`src/tel_pkg.sv`:
```
// Package for the trace enable logic: widths, register offsets, field positions and carriers.
// Assumes a 32-bit classic Wishbone register bus and one processor clock.
package tel_pkg;

	localparam int TEL_ADDRESS_SPACE_TAG_W = 8;
	localparam int TEL_ID_W = 8;
	localparam int TEL_NBP = 4;

	// Register byte offsets.
	localparam logic [7:0] TEL_OFF_SW_CTRL = 8'h00;
	localparam logic [7:0] TEL_OFF_SW_CTRL2 = 8'h04;
	localparam logic [7:0] TEL_OFF_BP_ACTION = 8'h08;
	localparam logic [7:0] TEL_OFF_BP_CTRL = 8'h0c;
	localparam logic [7:0] TEL_OFF_STATUS = 8'h10;
	localparam logic [7:0] TEL_OFF_HW_A = 8'h14;
	localparam logic [7:0] TEL_OFF_HW_B = 8'h18;
	localparam logic [7:0] TEL_OFF_HW_C = 8'h1c;

	// Mode select field: bit 0 user, 1 supervisor, 2 kernel, 3 exception, 4 debug.
	localparam int TEL_MODE_W = 5;

	// Software control word layout.
	localparam int TEL_SW_ON = 0;
	localparam int TEL_SW_SRC = 1;
	localparam int TEL_SW_G = 2;
	localparam int TEL_SW_MODE_LO = 3;
	localparam int TEL_SW_ADDRESS_SPACE_TAG_LO = 8;

	// Filter word layout (software control 2 and hardware control C).
	localparam int TEL_F_TCV = 0;
	localparam int TEL_F_VPV = 1;
	localparam int TEL_F_TCN_LO = 8;
	localparam int TEL_F_VPN_LO = 16;

	// Breakpoint action word layout.
	localparam int TEL_BA_DE = 0;
	localparam int TEL_BA_IE = 1;
	localparam int TEL_BA_DON_LO = 8;
	localparam int TEL_BA_ION_LO = 16;

	// Breakpoint control word: trace trigger and debug break enables per breakpoint.
	localparam int TEL_BC_DTE_LO = 0;
	localparam int TEL_BC_DBE_LO = 8;
	localparam int TEL_BC_ITE_LO = 16;
	localparam int TEL_BC_IBE_LO = 24;

	// Status word layout.
	localparam int TEL_ST_ON = 0;
	localparam int TEL_ST_MATCH = 1;
	localparam int TEL_ST_START = 2;
	localparam int TEL_ST_STOP = 3;
	localparam int TEL_ST_GATE = 4;
	localparam int TEL_ST_OFFCHIP = 5;

	// Hardware control B layout.
	localparam int TEL_B_GATE = 0;
	localparam int TEL_B_OFFCHIP = 1;

	localparam logic [31:0] TEL_RST_WORD = 32'h0000_0000;

	// One control set as the qualifier sees it.
	typedef struct packed {
		logic on;
		logic global_bit;
		logic [TEL_MODE_W-1:0] mode_sel;
		logic [TEL_ADDRESS_SPACE_TAG_W-1:0] address_space_tag;
		logic thread_filter_valid;
		logic [TEL_ID_W-1:0] thread_filter_number;
		logic vpe_filter_valid;
		logic [TEL_ID_W-1:0] vpe_filter_number;
	} tel_ctrl_set_t;

	// Completed instruction as the pipeline reports it.
	typedef struct packed {
		logic valid;
		logic [TEL_ID_W-1:0] tc_id;
		logic [TEL_ID_W-1:0] vpe_id;
		logic [TEL_MODE_W-1:0] mode;
		logic [TEL_ADDRESS_SPACE_TAG_W-1:0] current_address_space_tag_reg;
	} tel_instr_t;

	// Breakpoint hits from the breakpoint units.
	typedef struct packed {
		logic [TEL_NBP-1:0] data_hit;
		logic [TEL_NBP-1:0] instr_hit;
	} tel_bp_hits_t;

endpackage

```
`src/tel_bp_trig.sv`:
```
// Breakpoint trigger qualifier for one breakpoint unit (data or instruction).
// Assumes hit flags are valid in the cycle of the completing instruction.
`timescale 1ns/1ps
module tel_bp_trig
	import tel_pkg::*;
(
	input wire logic [TEL_NBP-1:0] trace_trigger_enable_i,
	input wire logic [TEL_NBP-1:0] debug_break_enable_i,
	input wire logic [TEL_NBP-1:0] breakpoint_hit_flags_i,
	input wire logic trace_gate_i,
	input wire logic [TEL_NBP-1:0] start_select_i,
	output logic start_o,
	output logic stop_o,
	output logic [TEL_NBP-1:0] debug_exc_o
);
	logic [TEL_NBP-1:0] fire;

	always_comb begin
		fire = trace_trigger_enable_i & breakpoint_hit_flags_i & {TEL_NBP{trace_gate_i}};
		start_o = |(fire & start_select_i);
		stop_o = |(fire & ~start_select_i);
		// Only the break enable raises an exception; a trace trigger alone stays internal.
		debug_exc_o = breakpoint_hit_flags_i & debug_break_enable_i;
	end
endmodule

```
`src/tel_trace_enable.sv`:
```
// Trace on/off qualification with a Wishbone register file and capture unit gating.
// Assumes pipeline and breakpoint inputs are synchronous to clk_i at 20 MHz.
`timescale 1ns/1ps
module tel_trace_enable
	import tel_pkg::*;
(
	input wire logic clk_i,
	input wire logic rst_i,
	input wire logic ce_i,
	input wire logic debug_port_reset_n_i,
	input wire logic tap_logic_reset_i,
	input wire logic cyc_i,
	input wire logic stb_i,
	input wire logic we_i,
	input wire logic [7:0] adr_i,
	input wire logic [3:0] sel_i,
	input wire logic [31:0] dat_i,
	input wire tel_instr_t instr_i,
	input wire tel_bp_hits_t bp_hits_i,
	input wire logic gate_set_i,
	input wire logic gate_clr_i,
	input wire logic trace_data_valid_i,
	output logic [31:0] dat_o,
	output logic ack_o,
	output logic trace_on_o,
	output logic onchip_valid_o,
	output logic offchip_valid_o,
	output logic [TEL_NBP-1:0] data_debug_exc_o,
	output logic [TEL_NBP-1:0] instr_debug_exc_o
);

	////////////////////////////////////////////////////////////////////////////////
	// State.

	typedef struct packed {
		logic [31:0] sw_ctrl;
		logic [31:0] sw_ctrl2;
		logic [31:0] bp_action;
		logic [31:0] bp_ctrl;
		logic [31:0] hw_a;
		logic [31:0] hw_b;
		logic [31:0] hw_c;
		logic [31:0] dat;
		logic ack;
		logic trace_on;
		logic match;
		logic start;
		logic stop;
		logic onchip;
		logic offchip;
		logic [TEL_NBP-1:0] dexc;
		logic [TEL_NBP-1:0] iexc;
	} tel_state_t;

	tel_state_t state_ff;
	tel_state_t nxt_state;

	tel_ctrl_set_t sw_set;
	tel_ctrl_set_t hw_set;
	tel_ctrl_set_t sel_set;
	logic src_sw;
	logic id_ok;
	logic address_space_tag_ok;
	logic mode_ok;
	logic match;
	logic d_start;
	logic d_stop;
	logic i_start;
	logic i_stop;
	logic start_hit;
	logic stop_hit;
	logic [TEL_NBP-1:0] d_exc;
	logic [TEL_NBP-1:0] i_exc;
	logic cap_rst;
	logic wr;
	logic [31:0] wmask;

	////////////////////////////////////////////////////////////////////////////////
	// Breakpoint trigger units.

	tel_bp_trig u_data_bp (
		.trace_trigger_enable_i(state_ff.bp_ctrl[TEL_BC_DTE_LO +: TEL_NBP]),
		.debug_break_enable_i(state_ff.bp_ctrl[TEL_BC_DBE_LO +: TEL_NBP]),
		.breakpoint_hit_flags_i(bp_hits_i.data_hit),
		.trace_gate_i(state_ff.bp_action[TEL_BA_DE]),
		.start_select_i(state_ff.bp_action[TEL_BA_DON_LO +: TEL_NBP]),
		.start_o(d_start),
		.stop_o(d_stop),
		.debug_exc_o(d_exc)
	);

	tel_bp_trig u_instr_bp (
		.trace_trigger_enable_i(state_ff.bp_ctrl[TEL_BC_ITE_LO +: TEL_NBP]),
		.debug_break_enable_i(state_ff.bp_ctrl[TEL_BC_IBE_LO +: TEL_NBP]),
		.breakpoint_hit_flags_i(bp_hits_i.instr_hit),
		.trace_gate_i(state_ff.bp_action[TEL_BA_IE]),
		.start_select_i(state_ff.bp_action[TEL_BA_ION_LO +: TEL_NBP]),
		.start_o(i_start),
		.stop_o(i_stop),
		.debug_exc_o(i_exc)
	);

	////////////////////////////////////////////////////////////////////////////////
	// Qualification.

	always_comb begin
		sw_set.on = state_ff.sw_ctrl[TEL_SW_ON];
		sw_set.global_bit = state_ff.sw_ctrl[TEL_SW_G];
		sw_set.mode_sel = state_ff.sw_ctrl[TEL_SW_MODE_LO +: TEL_MODE_W];
		sw_set.address_space_tag = state_ff.sw_ctrl[TEL_SW_ADDRESS_SPACE_TAG_LO +: TEL_ADDRESS_SPACE_TAG_W];
		sw_set.thread_filter_valid = state_ff.sw_ctrl2[TEL_F_TCV];
		sw_set.thread_filter_number = state_ff.sw_ctrl2[TEL_F_TCN_LO +: TEL_ID_W];
		sw_set.vpe_filter_valid = state_ff.sw_ctrl2[TEL_F_VPV];
		sw_set.vpe_filter_number = state_ff.sw_ctrl2[TEL_F_VPN_LO +: TEL_ID_W];
		hw_set.on = state_ff.hw_a[TEL_SW_ON];
		hw_set.global_bit = state_ff.hw_a[TEL_SW_G];
		hw_set.mode_sel = state_ff.hw_a[TEL_SW_MODE_LO +: TEL_MODE_W];
		hw_set.address_space_tag = state_ff.hw_a[TEL_SW_ADDRESS_SPACE_TAG_LO +: TEL_ADDRESS_SPACE_TAG_W];
		hw_set.thread_filter_valid = state_ff.hw_c[TEL_F_TCV];
		hw_set.thread_filter_number = state_ff.hw_c[TEL_F_TCN_LO +: TEL_ID_W];
		hw_set.vpe_filter_valid = state_ff.hw_c[TEL_F_VPV];
		hw_set.vpe_filter_number = state_ff.hw_c[TEL_F_VPN_LO +: TEL_ID_W];
		src_sw = state_ff.sw_ctrl[TEL_SW_SRC];
		sel_set = src_sw ? sw_set : hw_set;
		if (sel_set.thread_filter_valid) begin
			id_ok = (sel_set.thread_filter_number == instr_i.tc_id);
		end else if (sel_set.vpe_filter_valid) begin
			id_ok = (sel_set.vpe_filter_number == instr_i.vpe_id);
		end else begin
			id_ok = 1'b1;
		end
		if (src_sw) begin
			// Software path: tag bits set in the control set are don't-care.
			address_space_tag_ok = sel_set.global_bit
				|| (((sel_set.address_space_tag ^ instr_i.current_address_space_tag_reg) & ~sel_set.address_space_tag) == '0);
		end else begin
			address_space_tag_ok = sel_set.global_bit || (sel_set.address_space_tag == instr_i.current_address_space_tag_reg);
		end
		mode_ok = |(sel_set.mode_sel & instr_i.mode);
		match = id_ok && address_space_tag_ok && mode_ok;
		start_hit = d_start || i_start;
		stop_hit = d_stop || i_stop;
	end

	////////////////////////////////////////////////////////////////////////////////
	// Next state.

	always_comb begin
		cap_rst = !debug_port_reset_n_i || tap_logic_reset_i;
		wr = cyc_i && stb_i && we_i && !state_ff.ack;
		wmask = {{8{sel_i[3]}}, {8{sel_i[2]}}, {8{sel_i[1]}}, {8{sel_i[0]}}};
		nxt_state = state_ff;
		nxt_state.ack = cyc_i && stb_i && !state_ff.ack;
		nxt_state.dexc = d_exc;
		nxt_state.iexc = i_exc;
		if (instr_i.valid) begin
			// Only a completed instruction re-evaluates; otherwise the state holds.
			nxt_state.match = match;
			nxt_state.start = start_hit;
			nxt_state.stop = stop_hit;
			if (sel_set.on && (match || start_hit)) begin
				nxt_state.trace_on = 1'b1;
			end else if (!sel_set.on || stop_hit) begin
				nxt_state.trace_on = 1'b0;
			end
		end
		if (wr) begin
			if (adr_i == TEL_OFF_SW_CTRL) begin
				nxt_state.sw_ctrl = (state_ff.sw_ctrl & ~wmask) | (dat_i & wmask);
			end else if (adr_i == TEL_OFF_SW_CTRL2) begin
				nxt_state.sw_ctrl2 = (state_ff.sw_ctrl2 & ~wmask) | (dat_i & wmask);
			end else if (adr_i == TEL_OFF_BP_ACTION) begin
				nxt_state.bp_action = (state_ff.bp_action & ~wmask) | (dat_i & wmask);
			end else if (adr_i == TEL_OFF_BP_CTRL) begin
				nxt_state.bp_ctrl = (state_ff.bp_ctrl & ~wmask) | (dat_i & wmask);
			end else if (adr_i == TEL_OFF_HW_A) begin
				nxt_state.hw_a = (state_ff.hw_a & ~wmask) | (dat_i & wmask);
			end else if (adr_i == TEL_OFF_HW_B) begin
				nxt_state.hw_b = (state_ff.hw_b & ~wmask) | (dat_i & wmask);
			end else if (adr_i == TEL_OFF_HW_C) begin
				nxt_state.hw_c = (state_ff.hw_c & ~wmask) | (dat_i & wmask);
			end
		end
		// Trigger set wins over both a clear trigger and a software write.
		if (gate_clr_i) begin
			nxt_state.hw_b[TEL_B_GATE] = 1'b0;
		end
		if (gate_set_i) begin
			nxt_state.hw_b[TEL_B_GATE] = 1'b1;
		end
		nxt_state.onchip = trace_data_valid_i && state_ff.hw_b[TEL_B_GATE]
			&& !state_ff.hw_b[TEL_B_OFFCHIP];
		nxt_state.offchip = trace_data_valid_i && state_ff.hw_b[TEL_B_GATE]
			&& state_ff.hw_b[TEL_B_OFFCHIP];
		nxt_state.dat = TEL_RST_WORD;
		if (cyc_i && stb_i && !we_i && !state_ff.ack) begin
			if (adr_i == TEL_OFF_SW_CTRL) begin
				nxt_state.dat = state_ff.sw_ctrl;
			end else if (adr_i == TEL_OFF_SW_CTRL2) begin
				nxt_state.dat = state_ff.sw_ctrl2;
			end else if (adr_i == TEL_OFF_BP_ACTION) begin
				nxt_state.dat = state_ff.bp_action;
			end else if (adr_i == TEL_OFF_BP_CTRL) begin
				nxt_state.dat = state_ff.bp_ctrl;
			end else if (adr_i == TEL_OFF_STATUS) begin
				nxt_state.dat[TEL_ST_ON] = state_ff.trace_on;
				nxt_state.dat[TEL_ST_MATCH] = state_ff.match;
				nxt_state.dat[TEL_ST_START] = state_ff.start;
				nxt_state.dat[TEL_ST_STOP] = state_ff.stop;
				nxt_state.dat[TEL_ST_GATE] = state_ff.hw_b[TEL_B_GATE];
				nxt_state.dat[TEL_ST_OFFCHIP] = state_ff.hw_b[TEL_B_OFFCHIP];
			end else if (adr_i == TEL_OFF_HW_A) begin
				nxt_state.dat = state_ff.hw_a;
			end else if (adr_i == TEL_OFF_HW_B) begin
				nxt_state.dat = state_ff.hw_b;
			end else if (adr_i == TEL_OFF_HW_C) begin
				nxt_state.dat = state_ff.hw_c;
			end
		end
		// Capture unit setup survives processor reset so a reset exception can be traced.
		if (cap_rst) begin
			nxt_state.hw_a = TEL_RST_WORD;
			nxt_state.hw_b = TEL_RST_WORD;
			nxt_state.hw_c = TEL_RST_WORD;
			nxt_state.onchip = 1'b0;
			nxt_state.offchip = 1'b0;
		end
	end

	////////////////////////////////////////////////////////////////////////////////
	// Registers.

	always_ff @(posedge clk_i) begin
		if (rst_i) begin
			state_ff.sw_ctrl <= TEL_RST_WORD;
			state_ff.sw_ctrl2 <= TEL_RST_WORD;
			state_ff.bp_action <= TEL_RST_WORD;
			state_ff.bp_ctrl <= TEL_RST_WORD;
			state_ff.dat <= TEL_RST_WORD;
			state_ff.ack <= 1'b0;
			state_ff.trace_on <= 1'b0;
			state_ff.match <= 1'b0;
			state_ff.start <= 1'b0;
			state_ff.stop <= 1'b0;
			state_ff.dexc <= '0;
			state_ff.iexc <= '0;
			state_ff.hw_a <= nxt_state.hw_a;
			state_ff.hw_b <= nxt_state.hw_b;
			state_ff.hw_c <= nxt_state.hw_c;
			state_ff.onchip <= nxt_state.onchip;
			state_ff.offchip <= nxt_state.offchip;
		end else if (ce_i) begin
			state_ff <= nxt_state;
		end
	end

	always_comb begin
		dat_o = state_ff.dat;
		ack_o = state_ff.ack;
		trace_on_o = state_ff.trace_on;
		onchip_valid_o = state_ff.onchip;
		offchip_valid_o = state_ff.offchip;
		data_debug_exc_o = state_ff.dexc;
		instr_debug_exc_o = state_ff.iexc;
	end

endmodule

```
`config.mk`:
```
export PLATFORM = sky130hd
export DESIGN_NAME = tel_trace_enable
export DESIGN_NICKNAME = d
export VERILOG_FILES = /design/src/tel_pkg.sv /design/src/tel_bp_trig.sv /design/src/tel_trace_enable.sv
export SDC_FILE = /design/constraint.sdc
export NUM_CORES = 1
export LEC_CHECK = 0
export ABC_AREA = 1
export BUFFER_PORTS_ARGS = -buffer_cell sky130_fd_sc_hd__buf_4
export CAP_MARGIN = 20
export CORE_ASPECT_RATIO = 0.9
export CORE_MARGIN = 2
export CORE_UTILIZATION = 50
export CTS_CLUSTER_SIZE = 12
export DETAILED_ROUTE_END_ITERATION = 8
export PLACE_DENSITY_LB_ADDON = 0.08
export SLEW_MARGIN = 20
export SYNTH_ARGS = -nofsm -noshare
export SYNTH_HDL_FRONTEND = slang
export SYNTH_SLANG_ARGS = --single-unit
```
`constraint.sdc`:
```
create_clock -name clk_i -period 9.1 [get_ports clk_i]
set_clock_uncertainty 0.15 [all_clocks]
set_input_delay 0 -clock clk_i [delete_from_list [all_inputs] [get_ports clk_i]]
set_output_delay 0 -clock clk_i [all_outputs]
set_load 0.1 [all_outputs]
```
## After elaboration in Yosys (flattened, before gate mapping)

Index checks and enable logic that the tools add are counted.

- Register bits: 271
- Input bits: 93
- Output and inout bits: 44
- Logic and storage cells: 134

- Equal/unequal tests: 10
- Multiplexer cells: 33
- Bitwise operators: 35
- Reduce and logical (&&, ||, !) cells: 39

Operators by type and width:

| kind | count |
|---|---|
| $mux W96 | 6 |
| $mux W32 | 12 |
| $mux W143 | 2 |
| $and A32 B32 Y32 | 8 |
| $or A32 B32 Y32 | 7 |
| $mux W64 | 1 |
| $and A4 B4 Y4 | 10 |
| $mux W33 | 1 |
| $eq A8 B5 Y1 const B | 4 |
| $not A32 Y32 | 1 |
| $mux W26 | 1 |
| $eq A8 B8 Y1 | 3 |
| $eq A8 B4 Y1 const B | 2 |
| $logic_not A8 Y1 | 2 |
| $reduce_or A4 Y1 | 4 |
| $logic_and A1 B1 Y1 | 12 |
| $and A8 B8 Y8 | 1 |
| $eq A8 B3 Y1 const B | 1 |
| $not A4 Y4 | 2 |
| $not A8 Y8 | 1 |
| $xor A8 B8 Y8 | 1 |
| $logic_or A1 B1 Y1 | 7 |
| $mux W1 | 7 |
| $mux W6 | 1 |
| 12 further kinds | 20 |

## Depth between registers and ports, before layout

- Word-level depth: 16
- Depth in mapped cells: 15
- Depth with buffers taken out: 13

## Cells and area by module

From an unflattened synthesis, not the netlist that was laid out.

- Cells, all modules: 2,083
- Area total of the unflattened synthesis: 15,050.7 um^2

By module, submodules not included:

| module | times used | cells each | area each (um^2) | sequential area each (um^2) |
|---|---|---|---|---|
| tel_trace_enable | 1 | 2,023 | 14,815.5 | 6,406.1 |
| tel_bp_trig | 2 | 30 | 117.6 | 0.0 |

## Least setup slack after synthesis

Ideal clock, no wire load.

- Path type: in2reg
- Start point: input port ce_i
- End point: register state_ff[100] (netlist name) (data pin)
- Setup time: 0.146 ns
- Data arrival time: 3.169 ns
- Data required time: 8.804 ns
- Setup slack: 5.635 ns
- Stages on the path: 8
- Buffers on the path: 2
- Path through: nor2_1 > inv_1 > nand2_1 > inv_1 > buf_2 > clkbuf_1 > o21ai_0 > a21oi_1

RTL lines:

| item | RTL line | RTL |
|---|---|---|
| start, declared | tel_trace_enable.sv:9 | `input wire logic ce_i,` |
| end signal, assigned | tel_trace_enable.sv:253 | `state_ff <= nxt_state;` |
| end, declared | tel_trace_enable.sv:55 | `tel_state_t state_ff;` |

==> out/metrics.json <==
{
  "finalWeightedCongestion": {"value": 0.854},
  "critical_path.cell_chain": {"value": "dlygate4sd3_1 > buf_4 > nor2_4 > dlygate4sd3_1 > nand2_4 > dlygate4sd3_1 > nor2_4 > buf_4 > nand3_2 > o21ai_0 > dlygate4sd3_1 > a21oi_1 > dlygate4sd3_1"},
  "clockBufferDepth": {"value": 3},
  "setup_repair_after_global_routing_missed_its_margin": {"value": "false"},
  "start_kind": {"value": "primary input"},
  "worst_setup_hold_path_clk_slew": {"value": 0.06, "unit": "ns"},
  "final.setup.worst_slack": {"value": 4.27, "unit": "ns"},
  "antenna_cells_inserted": {"value": 0},
  "grt_first_pass_wirelength": {"value": 70300, "unit": "um"},
  "worst_hold_path_type": {"value": "primary input to flip-flop"},
  "p_leak": {"value": 7.13, "unit": "nW"},
  "critical_path.reg2reg.endpoint": {"value": "state_ff[12]$_SDFFE_PP0P_"},
  "timing.critical_path.slowest_cell_delay": {"value": 0.65, "unit": "ns"},
  "postSynthNetCount": {"value": 1961},
  "place_worst_setup_slack": {"value": 5.39, "unit": "ns"},
  "clock_latency": {"value": 0.56, "unit": "ns"},
  "routed_via_density": {"value": 5.62},
  "grt.overflow.total": {"value": 0},
  "post-synth-top-area-cell": {"value": "sky130_fd_sc_hd__dfxtp_1"},
  "cp_data_arrival_time": {"value": 5.12, "unit": "ns"},
  "drt_drc_violations_left": {"value": 0},
  "hold_slack": {"value": 0.0289, "unit": "ns"},
  "fmax": {"value": 0.207, "unit": "GHz"},
  "crit_type": {"value": "primary input to flip-flop"},
  "worst_ir_drop_vdd": {"value": 0.126, "unit": "mV"},
  "timing.max_cap.violations": {"value": 0},
  "final-seq-area": {"value": 6410, "unit": "um^2"},
  "initial_core_util": {"value": 50.7, "unit": "%"},
  "layout.nets": {"value": 2080},
  "antenna_found_initial": {"value": 0},
  "std_cell_rows": {"value": 58},
  "synthTopCellsByCount": {"value": "441 x sky130_fd_sc_hd__nand2_1, 237 x sky130_fd_sc_hd__a21oi_1, 217 x sky130_fd_sc_hd__o21ai_0, 213 x sky130_fd_sc_hd__inv_1, 173 x sky130_fd_sc_hd__dfxtp_1"},
  "slew_violations": {"value": 0},
  "synth_sequential_area_ratio": {"value": 45.5, "unit": "%"},
  "cp_data_required_time": {"value": 9.39, "unit": "ns"},
  "postCtsSetupBuffers": {"value": 0},
  "coreArea": {"value": 27800, "unit": "um^2"},
  "synth_edf_count": {"value": 98},
  "tritoncts.num_buffers": {"value": 30},
  "synth_cell_types": {"value": 40},
  "synth_most_common_cell": {"value": "sky130_fd_sc_hd__nand2_1"},
  "outcome": {"value": "finished clean"},
  "drt-total-wl": {"value": 45600, "unit": "um"},
  "groute.usage.overall": {"value": 30.4, "unit": "%"},
  "cts-resized-gates": {"value": 0},
  "post-synth-top-area-fraction": {"value": 24.6, "unit": "%"},
  "top_flip_flop_cell_by_instance_count_after_synthesis": {"value": "sky130_fd_sc_hd__dfxtp_1"},
  "final.period_utilization": {"value": 53.0, "unit": "%"},
  "tritoncts_num_sinks": {"value": 271},
  "drt.antenna.violating_nets": {"value": 0},
  "syn_area": {"value": 14100, "unit": "um^2"},
  "setup_total_negative_slack": {"value": 0, "unit": "ns"},
  "slew_headroom": {"value": 28.6, "unit": "%"},
  "post_synth.cell_area_avg": {"value": 7.57, "unit": "um^2"},
  "async_reset_ff_share": {"value": 0, "unit": "%"},
  "port_buffers": {"value": 136},
  "synthesis.instances": {"value": 1860},
  "powerDensity": {"value": 164, "unit": "nW/um^2"},
  "floorplan_die_height": {"value": 163, "unit": "um"},
  "filler_cell_count": {"value": 2541},
  "critical_path_s_most_frequent_cell": {"value": "sky130_fd_sc_hd__dlygate4sd3_1"},
  "hp-start": {"value": "adr_i[0]"},
  "detailedRoute.firstPassIterationCount": {"value": 8},
  "post_synthesis_register_bit_count": {"value": 271},
  "die_w": {"value": 181, "unit": "um"},
  "timing_hold_violations_final": {"value": 0},
  "first_global_vias": {"value": 12300},
  "count_of_yosys_warnings_during_synthesis": {"value": 0},
  "post_route_cells_drive_above_1_share": {"value": 13.1, "unit": "%"},
  "synth.top_cells.by_area": {"value": "sky130_fd_sc_hd__dfxtp_1 25%, sky130_fd_sc_hd__edfxtp_1 21%, sky130_fd_sc_hd__nand2_1 12%"},
  "area.growth.synth_to_final": {"value": 18.1, "unit": "%"},
  "post-route-min-period": {"value": 4.83, "unit": "ns"},
  "critical_path.max_fanout": {"value": 20},
  "wire_per_inst": {"value": 19.3, "unit": "um"},
  "drt_first_iter_violations": {"value": 1358},
  "cts-root-buf": {"value": "sky130_fd_sc_hd__clkbuf_16"},
  "setup.worst_path.end_class": {"value": "flip-flop"},
  "largest_net_degree_at_the_start_of_global_routing": {"value": 98},
  "worstHoldPathCells": {"value": 8},
  "path_depth_of_the_worst_reg2reg_path": {"value": 14},
  "dpl.hpwl": {"value": 28900, "unit": "um"},
  "hold_path_end": {"value": "dat_o[12]$_SDFFE_PP0P_"},
  "routed_via_count": {"value": 13300},
  "die_area": {"value": 29500, "unit": "um^2"},
  "ioPinCount": {"value": 137},
  "least_margin_pin_slew": {"value": 1.07, "unit": "ns"},
  "htreeDepth": {"value": 1},
  "crit_path_top_delay_cell": {"value": "sky130_fd_sc_hd__dlygate4sd3_1"},
  "multi_input_area": {"value": 6040, "unit": "um^2"},
  "report.final.setup_viol": {"value": 0},
  "tritoncts": {"value": "done"},
  "critical_path.startpoint": {"value": "adr_i[6]"},
  "reg2reg_slack": {"value": 4.69, "unit": "ns"}
}
[kinds of logic after synthesis]
family / share of synthesized area (%)
and+or+nand+nor: 21.4
DFF: 45.5
buffers and inverters: 11.7
AOI/OAI and AO/OA: 20.7
adders and majority gates: 0.711
[worst max-delay path, delay by kind of cell]
family | cells | cell delay [ns]
AO/OA/AOI/OAI | 2 | 0.33
buffers and inverters | 7 | 3.59
AND/OR/NAND/NOR | 4 | 1.16
[placed cells by master (no fill, tap or decap), drive strengths merged]
cell         instances
a31oi                2
o211ai               1
clkbuf              49
edfxtp              98
nor3                 5
o21ai              230
nand3              100
a21oi              239
buf                146
a211oi              42
nand4               10
dfxtp              173
or2                  1
o22ai               20
o221ai               1
inv                226
nand2              448
ha                   8
nor2                98
dlygate4sd3         79
nand3b              10
nor4                 1
a32o                 8
clkinv               8
[where the power goes]
part,switching (W),internal [W]
Clock,0.000512,0.000720
Sequential,0.0000152,0.00128
Combinational,0.000126,0.0000738
Total,0.000654,0.00208
[how the worst max path moves through the flow]
stage	to	slack, ns
2_1_floorplan	state_ff[100]$_DFFE_PP_	5.64
3_3_place_gp	state_ff[53]$_DFFE_PP_	5.51
3_5_place_dp	state_ff[53]$_DFFE_PP_	5.39
4_1_cts	flip-flop	4.42
5_1_grt	flip-flop	4.08
6_report	flip-flop	4.27
[metal layers]
metal	vias up	GRT usage, %	wire length (um)
li1	6395	-	-
met1	6182	43.1	19900
met2	611	48.2	20400
met3	84	4.95	4080
met4	0	8.69	1250
met5	-	0	0
[per-stage QoR]
step	total power, W	util [%]	instances	instance area, um^2
floorplan	0.00141	-	1860	14100
global placement	0.00150	53.4	2228	14800
detailed placement	0.00150	53.4	2228	14800
CTS	0.00273	59.9	2363	16600
global route	0.00280	59.9	2363	16600
finish	0.00273	59.9	2363	16600
[cell type report]
| type | instances | area share, % |
|---|---|---|
| multi-input combinational | 1224 | 36.3 |
| clock inverter | 7 | 0.226 |
| sequential | 271 | 38.5 |
| inverter | 227 | 5.16 |
| clock buffer | 49 | 5.80 |
| timing repair buffer | 225 | 11.3 |
| tap | 360 | 2.71 |
[timing repair]
item                       4_1_cts  5_1_grt
hold endpoints to repair       271        0
setup endpoints to repair        0        0
hold buffers                    79        0
Power figures use the tool's default switching activity.
